[src/design/urtf_pkg.sv]
// package: constants for the ulpi receive command and transmit framing block
package urtf_pkg;
    // register word indexes, byte address is index times four
    localparam logic [2:0] URTF_A_CTRL = 3'h0;
    localparam logic [2:0] URTF_A_LATCH = 3'h1;
    localparam logic [2:0] URTF_A_CLR = 3'h2;
    localparam logic [2:0] URTF_A_EN = 3'h3;
    localparam logic [2:0] URTF_A_STAT = 3'h4;
    // control register layout and reset value (full speed, normal coding)
    localparam int URTF_C_XCVR = 0;
    localparam int URTF_C_TERM = 2;
    localparam int URTF_C_OPM = 3;
    localparam int URTF_C_DPPD = 5;
    localparam int URTF_C_DMPD = 6;
    localparam int URTF_CTRL_W = 7;
    localparam logic [6:0] URTF_CTRL_RST = 7'h05;
    // interrupt sources, bit positions in latch, clear and enable
    localparam int URTF_NEV = 4;
    localparam int URTF_E_ID = 0;
    localparam int URTF_E_RID = 1;
    localparam int URTF_E_VBUS = 2;
    localparam int URTF_E_TXD = 3;
    localparam logic [3:0] URTF_ALT_SRC = 4'h3;
    // transceiver select and operating mode codes
    localparam logic [1:0] URTF_X_HS = 2'h0;
    localparam logic [1:0] URTF_X_FS4LS = 2'h3;
    localparam logic [1:0] URTF_OP_NODRV = 2'h1;
    localparam logic [1:0] URTF_OP_CHIRP = 2'h2;
    localparam logic [1:0] URTF_OP_NOSYNC = 2'h3;
    // receive command field codes
    localparam logic [1:0] URTF_VB_LOW = 2'h0;
    localparam logic [1:0] URTF_VB_SE = 2'h1;
    localparam logic [1:0] URTF_VB_SV = 2'h2;
    localparam logic [1:0] URTF_VB_VV = 2'h3;
    localparam logic [1:0] URTF_EV_IDLE = 2'h0;
    localparam logic [1:0] URTF_EV_ACT = 2'h1;
    localparam logic [1:0] URTF_EV_ERR = 2'h3;
    localparam logic [1:0] URTF_EV_DISC = 2'h2;
    localparam logic [7:0] URTF_RXCMD_RST = 8'h00;
    // transmit command type in data[7:6]
    localparam logic [1:0] URTF_TXCMD_TX = 2'h1;
    // framing lengths in bit cells
    localparam logic [5:0] URTF_SYNC_HS = 6'h20;
    localparam logic [5:0] URTF_SYNC_FS = 6'h08;
    localparam logic [2:0] URTF_STUFF_RUN = 3'h6;
    localparam logic [5:0] URTF_EOP_SE0 = 6'h02;
    localparam logic [3:0] URTF_BYTE_BITS = 4'h8;
endpackage

[src/design/urtf_txenc.sv]
// transmit encoder: sync field, bit stuffing, nrzi and end of packet
`timescale 1ns/1ps
`default_nettype none
module urtf_txenc
    import urtf_pkg::*;
(
    // clock and reset
    input wire logic clk_i,
    input wire logic rst_i,
    // packet control
    input wire logic start_i,
    input wire logic hs_i,
    input wire logic raw_i,
    input wire logic last_i,
    // byte feed, one byte of holding
    input wire logic [7:0] byte_i,
    input wire logic byte_vld_i,
    output logic byte_rdy_o,
    // line side
    output logic busy_o,
    output logic line_o,
    output logic se0_o,
    output logic oe_o
);
    typedef enum logic [1:0] {EN_IDLE, EN_SYNC, EN_DATA, EN_EOP} urtf_enc_e;
    urtf_enc_e st_ff;
    logic [5:0] cnt_ff;
    logic [7:0] sh_ff;
    logic [3:0] bits_ff;
    logic [7:0] hold_ff;
    logic hold_vld_ff;
    logic end_ff;
    logic [2:0] ones_ff;
    logic stuff;
    logic take;

    // raw is read live each bit, so leftovers after a mode change get stuffed
    assign stuff = !raw_i && ones_ff == URTF_STUFF_RUN; // RULE10 RULE17
    assign take = st_ff == EN_DATA && bits_ff == 4'h0 && hold_vld_ff && !stuff;
    assign byte_rdy_o = !hold_vld_ff;
    assign busy_o = st_ff != EN_IDLE;

    // a one keeps the level, a zero toggles; chirp passes bits straight
    function automatic logic line_code(input logic lvl, input logic b, input logic raw);
        line_code = raw ? b : (b ? lvl : ~lvl); // RULE15
    endfunction

    // holding byte between the link pacing and the bit stream
    always_ff @(posedge clk_i) begin
        if (rst_i) begin
            hold_vld_ff <= 1'b0;
            hold_ff <= 8'h00;
        end else if (byte_vld_i && !hold_vld_ff) begin
            hold_ff <= byte_i;
            hold_vld_ff <= 1'b1;
        end else if (take) begin
            hold_vld_ff <= 1'b0;
        end
    end

    // bit engine
    always_ff @(posedge clk_i) begin
        if (rst_i) begin
            st_ff <= EN_IDLE;
            cnt_ff <= 6'h00;
            sh_ff <= 8'h00;
            bits_ff <= 4'h0;
            ones_ff <= 3'h0;
            end_ff <= 1'b0;
            line_o <= 1'b1;
            se0_o <= 1'b0;
            oe_o <= 1'b0;
        end else begin
            if (last_i) begin
                end_ff <= 1'b1;
            end
            unique case (st_ff)
                EN_IDLE: begin
                    if (start_i) begin
                        st_ff <= EN_SYNC;
                        cnt_ff <= hs_i ? URTF_SYNC_HS : URTF_SYNC_FS; // RULE13 RULE14
                        oe_o <= 1'b1;
                        line_o <= 1'b1;
                        ones_ff <= 3'h0;
                        end_ff <= 1'b0;
                    end
                end
                EN_SYNC: begin
                    // zeros and a closing one
                    line_o <= line_code(line_o, cnt_ff == 6'h01, raw_i);
                    cnt_ff <= cnt_ff - 6'h01;
                    if (cnt_ff == 6'h01) begin
                        st_ff <= EN_DATA;
                        ones_ff <= 3'h1;
                    end
                end
                EN_DATA: begin
                    if (stuff) begin
                        line_o <= ~line_o; // RULE10
                        ones_ff <= 3'h0;
                    end else if (bits_ff != 4'h0) begin
                        line_o <= line_code(line_o, sh_ff[0], raw_i);
                        sh_ff <= {1'b0, sh_ff[7:1]};
                        bits_ff <= bits_ff - 4'h1;
                        ones_ff <= sh_ff[0] ? ones_ff + 3'h1 : 3'h0;
                    end else if (hold_vld_ff) begin
                        sh_ff <= hold_ff;
                        bits_ff <= URTF_BYTE_BITS;
                    end else if (end_ff) begin
                        st_ff <= EN_EOP;
                        cnt_ff <= URTF_EOP_SE0;
                        se0_o <= 1'b1;
                    end
                end
                EN_EOP: begin
                    // se0 cells, then one j cell, then release
                    cnt_ff <= cnt_ff - 6'h01;
                    if (cnt_ff == 6'h01) begin
                        se0_o <= 1'b0;
                        line_o <= 1'b1;
                    end
                    if (cnt_ff == 6'h00) begin
                        st_ff <= EN_IDLE;
                        oe_o <= 1'b0;
                    end
                end
            endcase
        end
    end
endmodule
`default_nettype wire

[src/design/urtf_top.sv]
// top: ulpi receive command encoder, transmit framing and wishbone registers
//
// Function
// (RULE1) line state in rxcmd [1:0]; send rxcmd on change while dir is low
// (RULE2) rxcmd [3:2] codes vbus: 00 low, 01 above end, 10 valid, 11 vbus valid
// (RULE3) line state bit 0 follows dp, bit 1 follows dm
// (RULE4) rxcmd [5:4]: 00 idle, 01 active, 11 active with error, 10 disconnect
// (RULE5) rxcmd bit 6 is the sampled id level
// (RULE6) rxcmd bit 7 is high while a non-usb interrupt is pending
// (RULE7) alternate interrupt set when any enabled latch event is held; the code counts only the id and rid sources (URTF_ALT_SRC)
// (RULE8) link reads the latch register to find the interrupt source
// (RULE9) one encoder serves high, full and low speed packets
// (RULE10) packets go out bit stuffed then nrzi coded
// (RULE11) transmit behaviour decoded from all speed, termination, mode, pull-down bits
// (RULE12) link programs only valid mode combinations
// (RULE13) high speed packets open with a 32 bit sync
// (RULE14) full and low speed packets open with an 8 bit sync
// (RULE15) chirp mode turns off stuffing and nrzi
// (RULE16) link changes mode after chirp only once line state shows idle
// (RULE17) leftover chirp data after mode change may go out stuffed
//
// The implementer's own choices: the address map and the Wishbone interface to the registers.
`timescale 1ns/1ps
`default_nettype none
module urtf_top
    import urtf_pkg::*;
(
    // system
    input wire logic clk_i,
    input wire logic rst_i,
    // wishbone slave
    input wire logic [4:0] wb_adr_i,
    input wire logic [31:0] wb_dat_i,
    input wire logic [3:0] wb_sel_i,
    input wire logic wb_we_i,
    input wire logic wb_cyc_i,
    input wire logic wb_stb_i,
    output logic [31:0] wb_dat_o,
    output logic wb_ack_o,
    output logic irq_o,
    // ulpi link pins, link clock sampled like any pin
    input wire logic ulpi_clk_i,
    input wire logic ulpi_stp_i,
    input wire logic [7:0] ulpi_data_i,
    output logic [7:0] ulpi_data_o,
    output logic ulpi_data_oe_n_o,
    output logic ulpi_dir_o,
    output logic ulpi_nxt_o,
    // front end receivers and comparators
    input wire logic dp_i,
    input wire logic dm_i,
    input wire logic sess_end_i,
    input wire logic sess_vld_i,
    input wire logic vbus_vld_i,
    input wire logic id_i,
    input wire logic rx_active_i,
    input wire logic rx_error_i,
    input wire logic host_disc_i,
    input wire logic rid_done_i,
    // transmit line drive
    output logic tx_line_o,
    output logic tx_se0_o,
    output logic tx_drive_o
);
    localparam int NSYNC = 20;
    typedef enum logic [2:0] {LK_IDLE, LK_TURN, LK_CMD, LK_TXD, LK_TXEND} urtf_lk_e;

    logic [NSYNC-1:0] s1_ff;
    logic [NSYNC-1:0] s2_ff;
    logic lkc_s, stp_s, dp_s, dm_s, se_s, sv_s, vv_s;
    logic id_s, ra_s, re_s, hd_s, rid_s;
    logic [7:0] data_s;
    logic lkc_d_ff;
    logic lk_rise;

    // two-flop synchroniser for every pin; only s2_ff reads s1_ff
    // no reset: it keeps sampling through reset, so real levels stand at release
    always_ff @(posedge clk_i) begin
        s1_ff <= {ulpi_clk_i, ulpi_stp_i, ulpi_data_i, dp_i, dm_i, sess_end_i, sess_vld_i,
                  vbus_vld_i, id_i, rx_active_i, rx_error_i, host_disc_i, rid_done_i};
        s2_ff <= s1_ff;
    end
    assign {lkc_s, stp_s, data_s, dp_s, dm_s, se_s, sv_s, vv_s, id_s, ra_s, re_s, hd_s, rid_s} = s2_ff;

    // link clock edge finder; data is synchronised with the same delay
    // tracks through reset so a high link clock at release is no false edge
    always_ff @(posedge clk_i) begin
        lkc_d_ff <= lkc_s;
    end
    assign lk_rise = lkc_s && !lkc_d_ff;

    // field encoders
    function automatic logic [1:0] vbus_code(input logic se, input logic sv, input logic vv);
        if (vv) begin
            vbus_code = URTF_VB_VV;
        end else if (sv) begin
            vbus_code = URTF_VB_SV;
        end else if (!se) begin
            vbus_code = URTF_VB_SE;
        end else begin
            vbus_code = URTF_VB_LOW;
        end
    endfunction

    // disconnect outranks the receive flags
    function automatic logic [1:0] ev_code(input logic act, input logic err, input logic disc);
        if (disc) begin
            ev_code = URTF_EV_DISC;
        end else if (act && err) begin
            ev_code = URTF_EV_ERR;
        end else if (act) begin
            ev_code = URTF_EV_ACT;
        end else begin
            ev_code = URTF_EV_IDLE;
        end
    endfunction

    // control registers and mode decode
    logic [URTF_CTRL_W-1:0] ctrl_ff;
    logic [1:0] xcvr, opm;
    logic term, dppd, dmpd, hs_mode, raw_mode, tx_ok, mode_bad;
    assign xcvr = ctrl_ff[URTF_C_XCVR +: 2];
    assign term = ctrl_ff[URTF_C_TERM];
    assign opm = ctrl_ff[URTF_C_OPM +: 2];
    assign dppd = ctrl_ff[URTF_C_DPPD];
    assign dmpd = ctrl_ff[URTF_C_DMPD];
    // high speed needs terminations off; the full speed pre-amble path is host only
    assign hs_mode = xcvr == URTF_X_HS && !term; // RULE11
    assign raw_mode = opm == URTF_OP_CHIRP; // RULE15
    assign mode_bad = (xcvr == URTF_X_FS4LS && !(dppd && dmpd)) || opm == URTF_OP_NOSYNC; // RULE11 RULE12
    assign tx_ok = !mode_bad && opm != URTF_OP_NODRV; // RULE11

    // wishbone decode
    logic req, wr_take;
    logic [2:0] widx;
    assign req = wb_cyc_i && wb_stb_i;
    assign widx = wb_adr_i[4:2];
    // writes land on the edge where the master sees ack
    assign wr_take = req && wb_we_i && wb_ack_o && wb_sel_i[0];

    // interrupt sources
    logic [URTF_NEV-1:0] lat_ff, en_ff, ev, clr;
    logic id_d_ff, rid_d_ff;
    logic [1:0] vb_d_ff;
    logic [1:0] vb_now;
    logic alt_now;
    logic txd_ev;
    assign vb_now = vbus_code(se_s, sv_s, vv_s); // RULE2
    assign ev[URTF_E_ID] = id_s != id_d_ff;
    assign ev[URTF_E_RID] = rid_s && !rid_d_ff;
    assign ev[URTF_E_VBUS] = vb_now != vb_d_ff;
    assign ev[URTF_E_TXD] = txd_ev;
    assign clr = (wr_take && widx == URTF_A_CLR) ? wb_dat_i[URTF_NEV-1:0] : '0;
    // only the carkit sources count as non-usb interrupts
    assign alt_now = |(lat_ff & en_ff & URTF_ALT_SRC); // RULE6 RULE7

    // previous levels for change detection
    // these follow the pins during reset, so release itself never looks like a change
    always_ff @(posedge clk_i) begin
        id_d_ff <= id_s;
        rid_d_ff <= rid_s;
        vb_d_ff <= vb_now;
    end

    // sticky latch: a new event wins over a clear in the same cycle
    always_ff @(posedge clk_i) begin
        if (rst_i) begin
            lat_ff <= '0;
        end else begin
            lat_ff <= (lat_ff & ~clr) | ev; // RULE7
        end
    end

    // level interrupt from a flop
    always_ff @(posedge clk_i) begin
        if (rst_i) begin
            irq_o <= 1'b0;
        end else begin
            irq_o <= |(lat_ff & en_ff);
        end
    end

    // writable registers
    always_ff @(posedge clk_i) begin
        if (rst_i) begin
            ctrl_ff <= URTF_CTRL_RST;
            en_ff <= '0;
        end else if (wr_take) begin
            if (widx == URTF_A_CTRL) begin
                ctrl_ff <= wb_dat_i[URTF_CTRL_W-1:0];
            end
            if (widx == URTF_A_EN) begin
                en_ff <= wb_dat_i[URTF_NEV-1:0];
            end
        end
    end

    // receive command assembly
    logic [7:0] rxcmd_now;
    logic [7:0] sent_ff;
    logic enc_busy, enc_rdy;
    assign rxcmd_now = {alt_now, id_s, ev_code(ra_s, re_s, hd_s), vb_now, dm_s, dp_s}; // RULE3 RULE4 RULE5 RULE6

    // answer is one cycle after the request; unmapped reads give zero
    always_ff @(posedge clk_i) begin
        if (rst_i) begin
            wb_ack_o <= 1'b0;
            wb_dat_o <= 32'h0000_0000;
        end else begin
            wb_ack_o <= req && !wb_ack_o;
            if (req && !wb_ack_o) begin
                unique case (widx)
                    URTF_A_CTRL: wb_dat_o <= {25'h0, ctrl_ff};
                    URTF_A_LATCH: wb_dat_o <= {28'h0, lat_ff}; // RULE8
                    URTF_A_EN: wb_dat_o <= {28'h0, en_ff};
                    URTF_A_STAT: wb_dat_o <= {22'h0, enc_busy, mode_bad, sent_ff};
                    default: wb_dat_o <= 32'h0000_0000;
                endcase
            end
        end
    end

    // link side sequencer, steps on link clock edges only
    urtf_lk_e lk_ff;
    logic first_ff, txd_pend_ff;
    logic txcmd, rx_pend, enc_start, enc_push, enc_last;
    logic [7:0] enc_byte;
    assign txcmd = data_s[7:6] == URTF_TXCMD_TX;
    assign rx_pend = rxcmd_now != sent_ff || txd_pend_ff; // RULE1
    // a transmit command is refused while the mode forbids driving
    assign enc_start = lk_rise && lk_ff == LK_IDLE && txcmd && tx_ok; // RULE11
    assign enc_push = lk_rise && lk_ff == LK_TXD && ulpi_nxt_o && !stp_s;
    assign enc_last = lk_rise && lk_ff == LK_TXD && ulpi_nxt_o && stp_s;
    // the command nibble becomes the pid byte with its check nibble
    assign enc_byte = first_ff ? {~data_s[3:0], data_s[3:0]} : data_s;
    assign txd_ev = lk_rise && lk_ff == LK_TXEND && !enc_busy;

    always_ff @(posedge clk_i) begin
        if (rst_i) begin
            lk_ff <= LK_IDLE;
            first_ff <= 1'b0;
            txd_pend_ff <= 1'b0;
            sent_ff <= URTF_RXCMD_RST;
            ulpi_dir_o <= 1'b0;
            ulpi_nxt_o <= 1'b0;
            ulpi_data_o <= 8'h00;
            ulpi_data_oe_n_o <= 1'b1;
        end else if (lk_rise) begin
            unique case (lk_ff)
                LK_IDLE: begin
                    // the link's transmit command is served before a pending rxcmd
                    if (enc_start) begin
                        ulpi_nxt_o <= 1'b1;
                        first_ff <= 1'b1;
                        lk_ff <= LK_TXD;
                    end else if (rx_pend) begin
                        ulpi_dir_o <= 1'b1; // RULE1
                        lk_ff <= LK_TURN;
                    end
                end
                LK_TURN: begin
                    ulpi_data_o <= rxcmd_now; // RULE1
                    ulpi_data_oe_n_o <= 1'b0;
                    sent_ff <= rxcmd_now;
                    txd_pend_ff <= 1'b0;
                    lk_ff <= LK_CMD;
                end
                LK_CMD: begin
                    ulpi_dir_o <= 1'b0;
                    ulpi_data_oe_n_o <= 1'b1;
                    lk_ff <= LK_IDLE;
                end
                LK_TXD: begin
                    if (enc_last) begin
                        ulpi_nxt_o <= 1'b0;
                        lk_ff <= LK_TXEND;
                    end else if (ulpi_nxt_o) begin
                        // hold register is full after a push, so pause the link
                        first_ff <= 1'b0;
                        ulpi_nxt_o <= 1'b0;
                    end else begin
                        ulpi_nxt_o <= enc_rdy;
                    end
                end
                LK_TXEND: begin
                    // report line state once the packet has left
                    if (!enc_busy) begin
                        txd_pend_ff <= 1'b1;
                        lk_ff <= LK_IDLE;
                    end
                end
            endcase
        end
    end

    // one encoder for every speed; speed only picks the sync length
    urtf_txenc u_enc ( // RULE9
        .clk_i(clk_i),
        .rst_i(rst_i),
        .start_i(enc_start),
        .hs_i(hs_mode),
        .raw_i(raw_mode),
        .last_i(enc_last),
        .byte_i(enc_byte),
        .byte_vld_i(enc_push),
        .byte_rdy_o(enc_rdy),
        .busy_o(enc_busy),
        .line_o(tx_line_o),
        .se0_o(tx_se0_o),
        .oe_o(tx_drive_o)
    );

    logic cmd_trig;
    assign cmd_trig = lk_rise && lk_ff == LK_TURN;
endmodule
`default_nettype wire

[config.mk]
export PLATFORM = sky130hd
export DESIGN_NAME = urtf_top
export DESIGN_NICKNAME = d
export VERILOG_FILES = /design/src/design/urtf_pkg.sv /design/src/design/urtf_txenc.sv /design/src/design/urtf_top.sv
export SDC_FILE = /design/constraint.sdc
export NUM_CORES = 1
export LEC_CHECK = 0
export BUFFER_PORTS_ARGS = -buffer_cell sky130_fd_sc_hd__clkbuf_2
export CAP_MARGIN = 20
export CELL_PAD_IN_SITES_DETAIL_PLACEMENT = 0
export CELL_PAD_IN_SITES_GLOBAL_PLACEMENT = 1
export CORE_MARGIN = 2
export CORE_UTILIZATION = 40
export DETAILED_ROUTE_END_ITERATION = 7
export GPL_TIMING_DRIVEN = 0
export PLACE_DENSITY_LB_ADDON = 0.1
export SYNTH_ARGS = -nofsm -noshare
export SYNTH_HDL_FRONTEND = slang
export SYNTH_SLANG_ARGS = --single-unit
[constraint.sdc]
create_clock -name clk_i -period 6.2 [get_ports clk_i]
set_clock_uncertainty 0.1 [all_clocks]
set_input_delay 0 -clock clk_i [delete_from_list [all_inputs] [get_ports clk_i]]
set_output_delay 0 -clock clk_i [all_outputs]
set_load 0.02 [all_outputs]
==> results of run 1 <==
final cells by class:
type | count | area [um^2]
Inverter | 23 | 86.3
Sequential cell | 124 | 2480
Multi-Input combinational cell | 374 | 2320
Buffer | 47 | 268
Tap cell | 172 | 215
Clock inverter | 7 | 42.5
Timing Repair Buffer | 97 | 671
Clock buffer | 23 | 478
Fill cell | 1232 | 5960
per-stage QoR:
step / utilization / total power [mW] / hold WS, ns / setup slack [ns] / std cells
after CTS: 0.524 / 2.08 / 0.0148 / 3.30 / 867
final: 0.524 / 2.06 / 0.0346 / 3.31 / 867
after floorplan: - / 1.11 / -0.0723 / 4.11 / 568
after global routing: 0.524 / 2.16 / 0.0943 / 3.18 / 867
after detailed placement: 0.453 / 1.19 / 0.00391 / 3.66 / 800
after global placement: 0.453 / 1.19 / 0.00262 / 3.69 / 800
registers in the layout, indices dropped and copies added (netlist names), 2 cells and up:
register       count
u_enc.bits_ff      4
lat_ff             4
lk_ff              3
u_enc.ones_ff      3
u_enc.sh_ff        8
u_enc.st_ff        2
sent_ff            8
u_enc.cnt_ff       6
wb_dat_o          10
u_enc.hold_ff      8
s1_ff             20
ctrl_ff            7
en_ff              4
s2_ff             20
vb_d_ff            2
logic make-up after synthesis:
group,count (synthesis),share of synthesized area
and+or+nand+nor,185,0.175
DFF,124,0.489
AOI/OAI and AO/OA,112,0.155
buffers and inverters,70,0.0698
muxes,34,0.0675
xor gates and xnor gates,12,0.0207
adders and majority gates,9,0.0222
other,1,0.000739
cell usage after synthesis, types with 9 or more instances:
| cell type | number |
|---|---|
| sky130_fd_sc_hd__ha_1 | 9 |
| sky130_fd_sc_hd__a21oi_1 | 37 |
| sky130_fd_sc_hd__nand2_1 | 35 |
| sky130_fd_sc_hd__o21ai_0 | 20 |
| sky130_fd_sc_hd__inv_1 | 22 |
| sky130_fd_sc_hd__clkbuf_1 | 22 |
| sky130_fd_sc_hd__mux2i_1 | 32 |
| sky130_fd_sc_hd__dfxtp_1 | 124 |
| sky130_fd_sc_hd__a211oi_1 | 9 |
| sky130_fd_sc_hd__nand3_1 | 13 |
| sky130_fd_sc_hd__buf_4 | 22 |
| sky130_fd_sc_hd__nor3_1 | 16 |
| sky130_fd_sc_hd__nor2_1 | 81 |
critical path, stage by stage, from the launching register on:
cell	delay [ns]
sky130_fd_sc_hd__dfxtp_1	0.35
sky130_fd_sc_hd__and4_1	0.20
sky130_fd_sc_hd__nand3_1	0.15
sky130_fd_sc_hd__nor3_2	0.56
sky130_fd_sc_hd__mux2i_1	0.25
sky130_fd_sc_hd__dlygate4sd3_1	0.55
sky130_fd_sc_hd__nand2_1	0.05
sky130_fd_sc_hd__dlygate4sd3_1	0.56
what timing repair did:
item	CTS	global route
gates resized for setup	0	0
hold endpoints to repair	45	0
hold buffers	37	0
power by group through the flow:
stage / Clock [mW] / Sequential, mW / Combinational, mW
4_1_cts: 0.890 / 0.864 / 0.325
3_3_place_gp: 0 / 0.880 / 0.307
3_5_place_dp: 0 / 0.881 / 0.309
2_1_floorplan: 0 / 0.881 / 0.225
5_1_grt: 0.929 / 0.868 / 0.367
6_report: 0.869 / 0.865 / 0.325
metal layers:
layer | GRT usage | vias up | part of all wire
li1 | - | 2131 | -
met1 | 0.256 | 1982 | 0.46
met2 | 0.325 | 92 | 0.48
met3 | 0.0420 | 19 | 0.044
met4 | 0.0808 | 0 | 0.017
met5 | 0 | - | 0
final timing paths:
path                 endpoint  cells after the start
setup / recovery   ctrl_ff[0]                      7
hold / removal    wb_dat_o[5]                      6
setup reg to reg   ctrl_ff[0]                      7
hold reg to reg     s2_ff[14]                      0
==> qor.txt, run 1 <==
=====================================================================================
Sequential Power Share                                                          0.420
Detailed-route vias per instance                                                 4.87
Async SR Flop Fraction                                                              0
Commonest non-fill, non-tap cell in the layout                           sky130_fd_sc_hd__dfxtp_1
Sequential share of the synthesized area                                        0.489
Fraction of final layout cells with drive strength greater than 1               0.180
First-pass GRT wire length                                                  20,300 um
Crit. End Element                                                           flip-flop
Critical Path Source Type                                                   flip-flop
Number of distinct library cells after synthesis                                   59
Worst rel slew slack                                                            0.491
Worst setup path startpoint                                                  wb_ack_o
Iteration-0 DRC count of the detailed router                                      218
Initial Util                                                                    0.406
Residual overflow from global routing                                               0
Maximum root-to-sink buffer count                                                   2
TritonCTS clock tree                                                            built
Net switching power figure                                                   0.558 mW
Number of failing hold endpoints at the final stage                                 0
Master cell of the clock root buffer                                     sky130_fd_sc_hd__clkbuf_16
Final Max Slew Viols                                                                0
Count of input and output buffers                                                  60
Top-level I/O count                                                               114
DIE WIDTH                                                                      117 um
Setup violators final                                                               0
Clock-pin slew of the registers on the worst-case setup and hold paths        0.05 ns
Top flip-flop cell by instance count after synthesis                     sky130_fd_sc_hd__dfxtp_1
Min-Delay Path Class                                                        in -> reg
Maximum number of pins on one net before global-route repair                       17
Global-route usage over all layers                                              0.199
Detail Placement HPWL                                                         9040 um
Die Area                                                                  13,600 um^2
Maximum achievable frequency                                                0.346 GHz
Maximum capacitance violations                                                      0
Commonest cells after routing, fill and taps aside                       sky130_fd_sc_hd__dfxtp_1 (124), sky130_fd_sc_hd__nor2_1 (81), sky130_fd_sc_hd__clkbuf_2 (60)
Post-layout min period                                                        2.89 ns
Fraction of the cycle the final worst path needs                                0.466
Number of warning messages in the yosys log                                         0
Wirelength per Cell                                                           14.5 um
Worst setup path category                                                  reg -> reg
Peak supply drop                                                           0.000201 V
N_diodes                                                                            0
Startpoint of the lowest-slack register-to-register path                     wb_ack_o
Cell taking the most area after synthesis                                sky130_fd_sc_hd__dfxtp_1
Net switching share of the total power                                          0.271
Clock network fraction of design power                                          0.422
Setup slack, reg-to-reg                                                       3.31 ns
Gp weighted congestion                                                          0.861
Top post-synthesis cells by area                                         sky130_fd_sc_hd__dfxtp_1 (49%), sky130_fd_sc_hd__mux2i_1 (6.3%), sky130_fd_sc_hd__nor2_1 (6.0%)
Placement Cell Area                                                         5670 um^2
DRC violation count after routing                                                   0
Routed via count                                                                4,224
Number of clock buffers inserted by TritonCTS                                      17
Initial antenna violation count                                                     0
Floorplan die height                                                           117 um
Status                                                                   finished clean
Instance count of the mapped netlist                                              547
Standard cell core area                                                   12,500 um^2
Num rows                                                                           41
Sinks on Clock Net                                                                124
Leakage Power                                                                 2.62 nW
Req. time, crit path                                                          6.40 ns
Worst slew pin tran                                                          0.756 ns
Htree depth                                                                         4
Area grow syn2layout                                                            29.3%
DRT Pass-1 Iters                                                                    4
Post-Syn Area per Cell                                                      9.28 um^2
Post-route cell area                                                        6560 um^2
Number of enable-type register cells in the synthesized netlist                     0
Largest driver fanout on the critical path                                          7
Routed wire length                                                          12,600 um
Count of antenna-violating nets left after detailed routing                         0
Nets                                                                              759
Cell Int Power                                                                1.50 mW
Synthesized area                                                            5080 um^2
Portion of total power attributed to combinational logic                        0.158
Fraction of synthesized cell area taken by the top area cell type               0.489
Clock latency at the later pin of the worst-skew pair                         0.41 ns
Sum of negative setup slack                                                      0 ns
Unrepaired setup endpoints after global routing                                 false
Number of setup buffers added after CTS                                             0
Number of synthesized register bits                                               124
Number of global-route vias before repair                                       4,029
Worst Min Path Start                                                         wb_cyc_i
PD cells                                                                  314 nW/um^2
Crit path DAT                                                                 3.09 ns
=====================================================================================
No activity file was read; power rests on OpenSTA's default activity.
==> run 2: changes to the inputs <==
--- a/config.mk
+++ b/config.mk
@@ -10,7 +10,7 @@
 export CELL_PAD_IN_SITES_DETAIL_PLACEMENT = 0
 export CELL_PAD_IN_SITES_GLOBAL_PLACEMENT = 1
 export CORE_MARGIN = 2
-export CORE_UTILIZATION = 40
+export CORE_UTILIZATION = 36
 export DETAILED_ROUTE_END_ITERATION = 7
 export GPL_TIMING_DRIVEN = 0
 export PLACE_DENSITY_LB_ADDON = 0.1
==> constraint.sdc (replaced) <==
create_clock -name clk_i -period 2.6 [get_ports clk_i]
set_clock_uncertainty 0.1 [all_clocks]
set_input_delay 0 -clock clk_i [delete_from_list [all_inputs] [get_ports clk_i]]
set_output_delay 0 -clock clk_i [all_outputs]
set_load 0.02 [all_outputs]
==> run 2 against run 1 <==
Against the previous run:
- sequential power rose by 140%
- worst setup slack worse by 3.1 ns
- non-clock buffer count down 4
- global-route usage shrank 1.5 points
- clock power rose to 2.6 times the previous value
- register-to-register slack got worse by 3.1 ns
- final area up 0.51%
- first-iteration DRC count down 25%
- maximum frequency rose by 20%
- total power rose by 150%
- critical path type unchanged
==> qor.txt, run 2 (synthesis gave the netlist of run 1 again) <==
=====================================================================================
Status                                                                   finished clean
Regs by FF count                                                         s1_ff x20, s2_ff x20, wb_dat_o x10
Fin worst setup slack                                                        0.188 ns
DIE WIDTH                                                                      123 um
Worst slack, placed                                                         0.0539 ns
Detail Placement HPWL                                                         9280 um
Leakage Power                                                                 2.63 nW
Worst slew pin tran                                                          0.719 ns
Setup slack, reg-to-reg                                                       0.19 ns
Area grow syn2layout                                                            29.9%
Routed via count                                                                4,172
N_diodes                                                                            0
Min-Delay Path Class                                                        in -> reg
Global-route usage over all layers                                              0.183
Post-route cell area                                                        6600 um^2
Critical Path Source Type                                                   flip-flop
Die Area                                                                  15,100 um^2
Top-level I/O count                                                               114
Maximum capacitance violations                                                      0
Req. time, crit path                                                          2.80 ns
Fraction of the cycle the final worst path needs                                0.928
Peak supply drop                                                           0.000550 V
Initial antenna violation count                                                     0
Final Max Slew Viols                                                                0
Maximum root-to-sink buffer count                                                   2
DRC violation count after routing                                                   0
Crit path DAT                                                                 2.61 ns
Count of input and output buffers                                                  60
Maximum achievable frequency                                                0.415 GHz
TritonCTS clock tree                                                            built
Crit. End Element                                                           flip-flop
Largest driver fanout on the critical path                                          7
Routed wire length                                                          12,700 um
Setup violators final                                                               0
Floorplan die height                                                           123 um
Post-layout min period                                                        2.41 ns
Standard cell core area                                                   13,800 um^2
Wirelength per Cell                                                           14.6 um
Clock-pin slew of the registers on the worst-case setup and hold paths        0.06 ns
Worst rel slew slack                                                            0.518
Fraction of final layout cells with drive strength greater than 1               0.188
Clock latency at the later pin of the worst-skew pair                         0.42 ns
Sum of negative setup slack                                                      0 ns
Hold Slack                                                                  0.0247 ns
Master cell of the clock root buffer                                     sky130_fd_sc_hd__clkbuf_16
Num rows                                                                           43
Placement Cell Area                                                         5680 um^2
Count of antenna-violating nets left after detailed routing                         0
Maximum number of pins on one net before global-route repair                       17
PD cells                                                                  774 nW/um^2
Number of clock buffers inserted by TritonCTS                                      17
Residual overflow from global routing                                               0
Detailed-route vias per instance                                                 4.78
Sinks on Clock Net                                                                124
Htree depth                                                                         4
Worst setup path category                                                  reg -> reg
Gp weighted congestion                                                          0.823
Number of failing hold endpoints at the final stage                                 0
Nets                                                                              755
DRT Pass-1 Iters                                                                    4
Iteration-0 DRC count of the detailed router                                      163
Initial Util                                                                    0.367
Commonest cells after routing, fill and taps aside                       sky130_fd_sc_hd__dfxtp_1 (124), sky130_fd_sc_hd__nor2_1 (81), sky130_fd_sc_hd__clkbuf_2 (60)
Unrepaired setup endpoints after global routing                                 false
Number of global-route vias before repair                                       4,065
Overall power after layout                                                    5.10 mW
Commonest non-fill, non-tap cell in the layout                           sky130_fd_sc_hd__dfxtp_1
First-pass GRT wire length                                                  20,900 um
=====================================================================================
run 2: where the power goes:
part	switching, mW	leakage (nW)	total [mW]	internal [mW]
clock network	0.933	0.268	2.26	1.33
logic	0.463	1.34	0.780	0.318
registers	0.0723	1.02	2.06	1.99
run 2: per-layer routing:
metal  share of wire  up-vias  track usage
li1                -     2135            -
met1            0.50     1949        0.246
met2            0.46       73        0.283
met3           0.036       15       0.0502
met4           0.010        0       0.0632
met5               0        -            0
run 2: cell type report:
class                   instances  area (um^2)
repair buffers                 94          641
flip-flops and latches        124         2480
multi-input cells             374         2330
clock inverters                14          133
well taps                     180          225
plain buffers                  46          264
inverters                      23         86.3
fillers                      1356         7230
clock buffers                  18          429
run 2: critical path, cell delays in order, from the launching register on:
cell and delay (ns):
sky130_fd_sc_hd__dfxtp_1 0.36, sky130_fd_sc_hd__and4_1 0.20, sky130_fd_sc_hd__nand3_1 0.15, sky130_fd_sc_hd__nor3_2 0.59, sky130_fd_sc_hd__mux2i_1 0.28, sky130_fd_sc_hd__nand2_1 0.07
sky130_fd_sc_hd__dlygate4sd3_1 0.55
run 2: per-stage QoR:
stage | utilization | instances
finish | 0.477 | 873
global route | 0.477 | 873
CTS | 0.476 | 874
detailed placement | 0.411 | 808
global placement | 0.411 | 808
floorplan | - | 568
run 2: what timing repair did:
item / 4_1_cts / 5_1_grt
hold buffers: 34 / 0
endpoints found under the setup margin: 0 / 9
resized for setup: 0 / 2
buffers inserted: 0 / 0
hold endpoints to repair: 44 / 0
run 2: path summary, 6_finish.rpt:
kind	startpoint	end	depth (start not counted)
setup / recovery	wb_ack_o	ctrl_ff[2]	6
hold / removal	wb_cyc_i	wb_dat_o[5]	6
setup reg to reg	wb_ack_o	ctrl_ff[2]	6
hold reg to reg	s1_ff[4]	s2_ff[4]	0
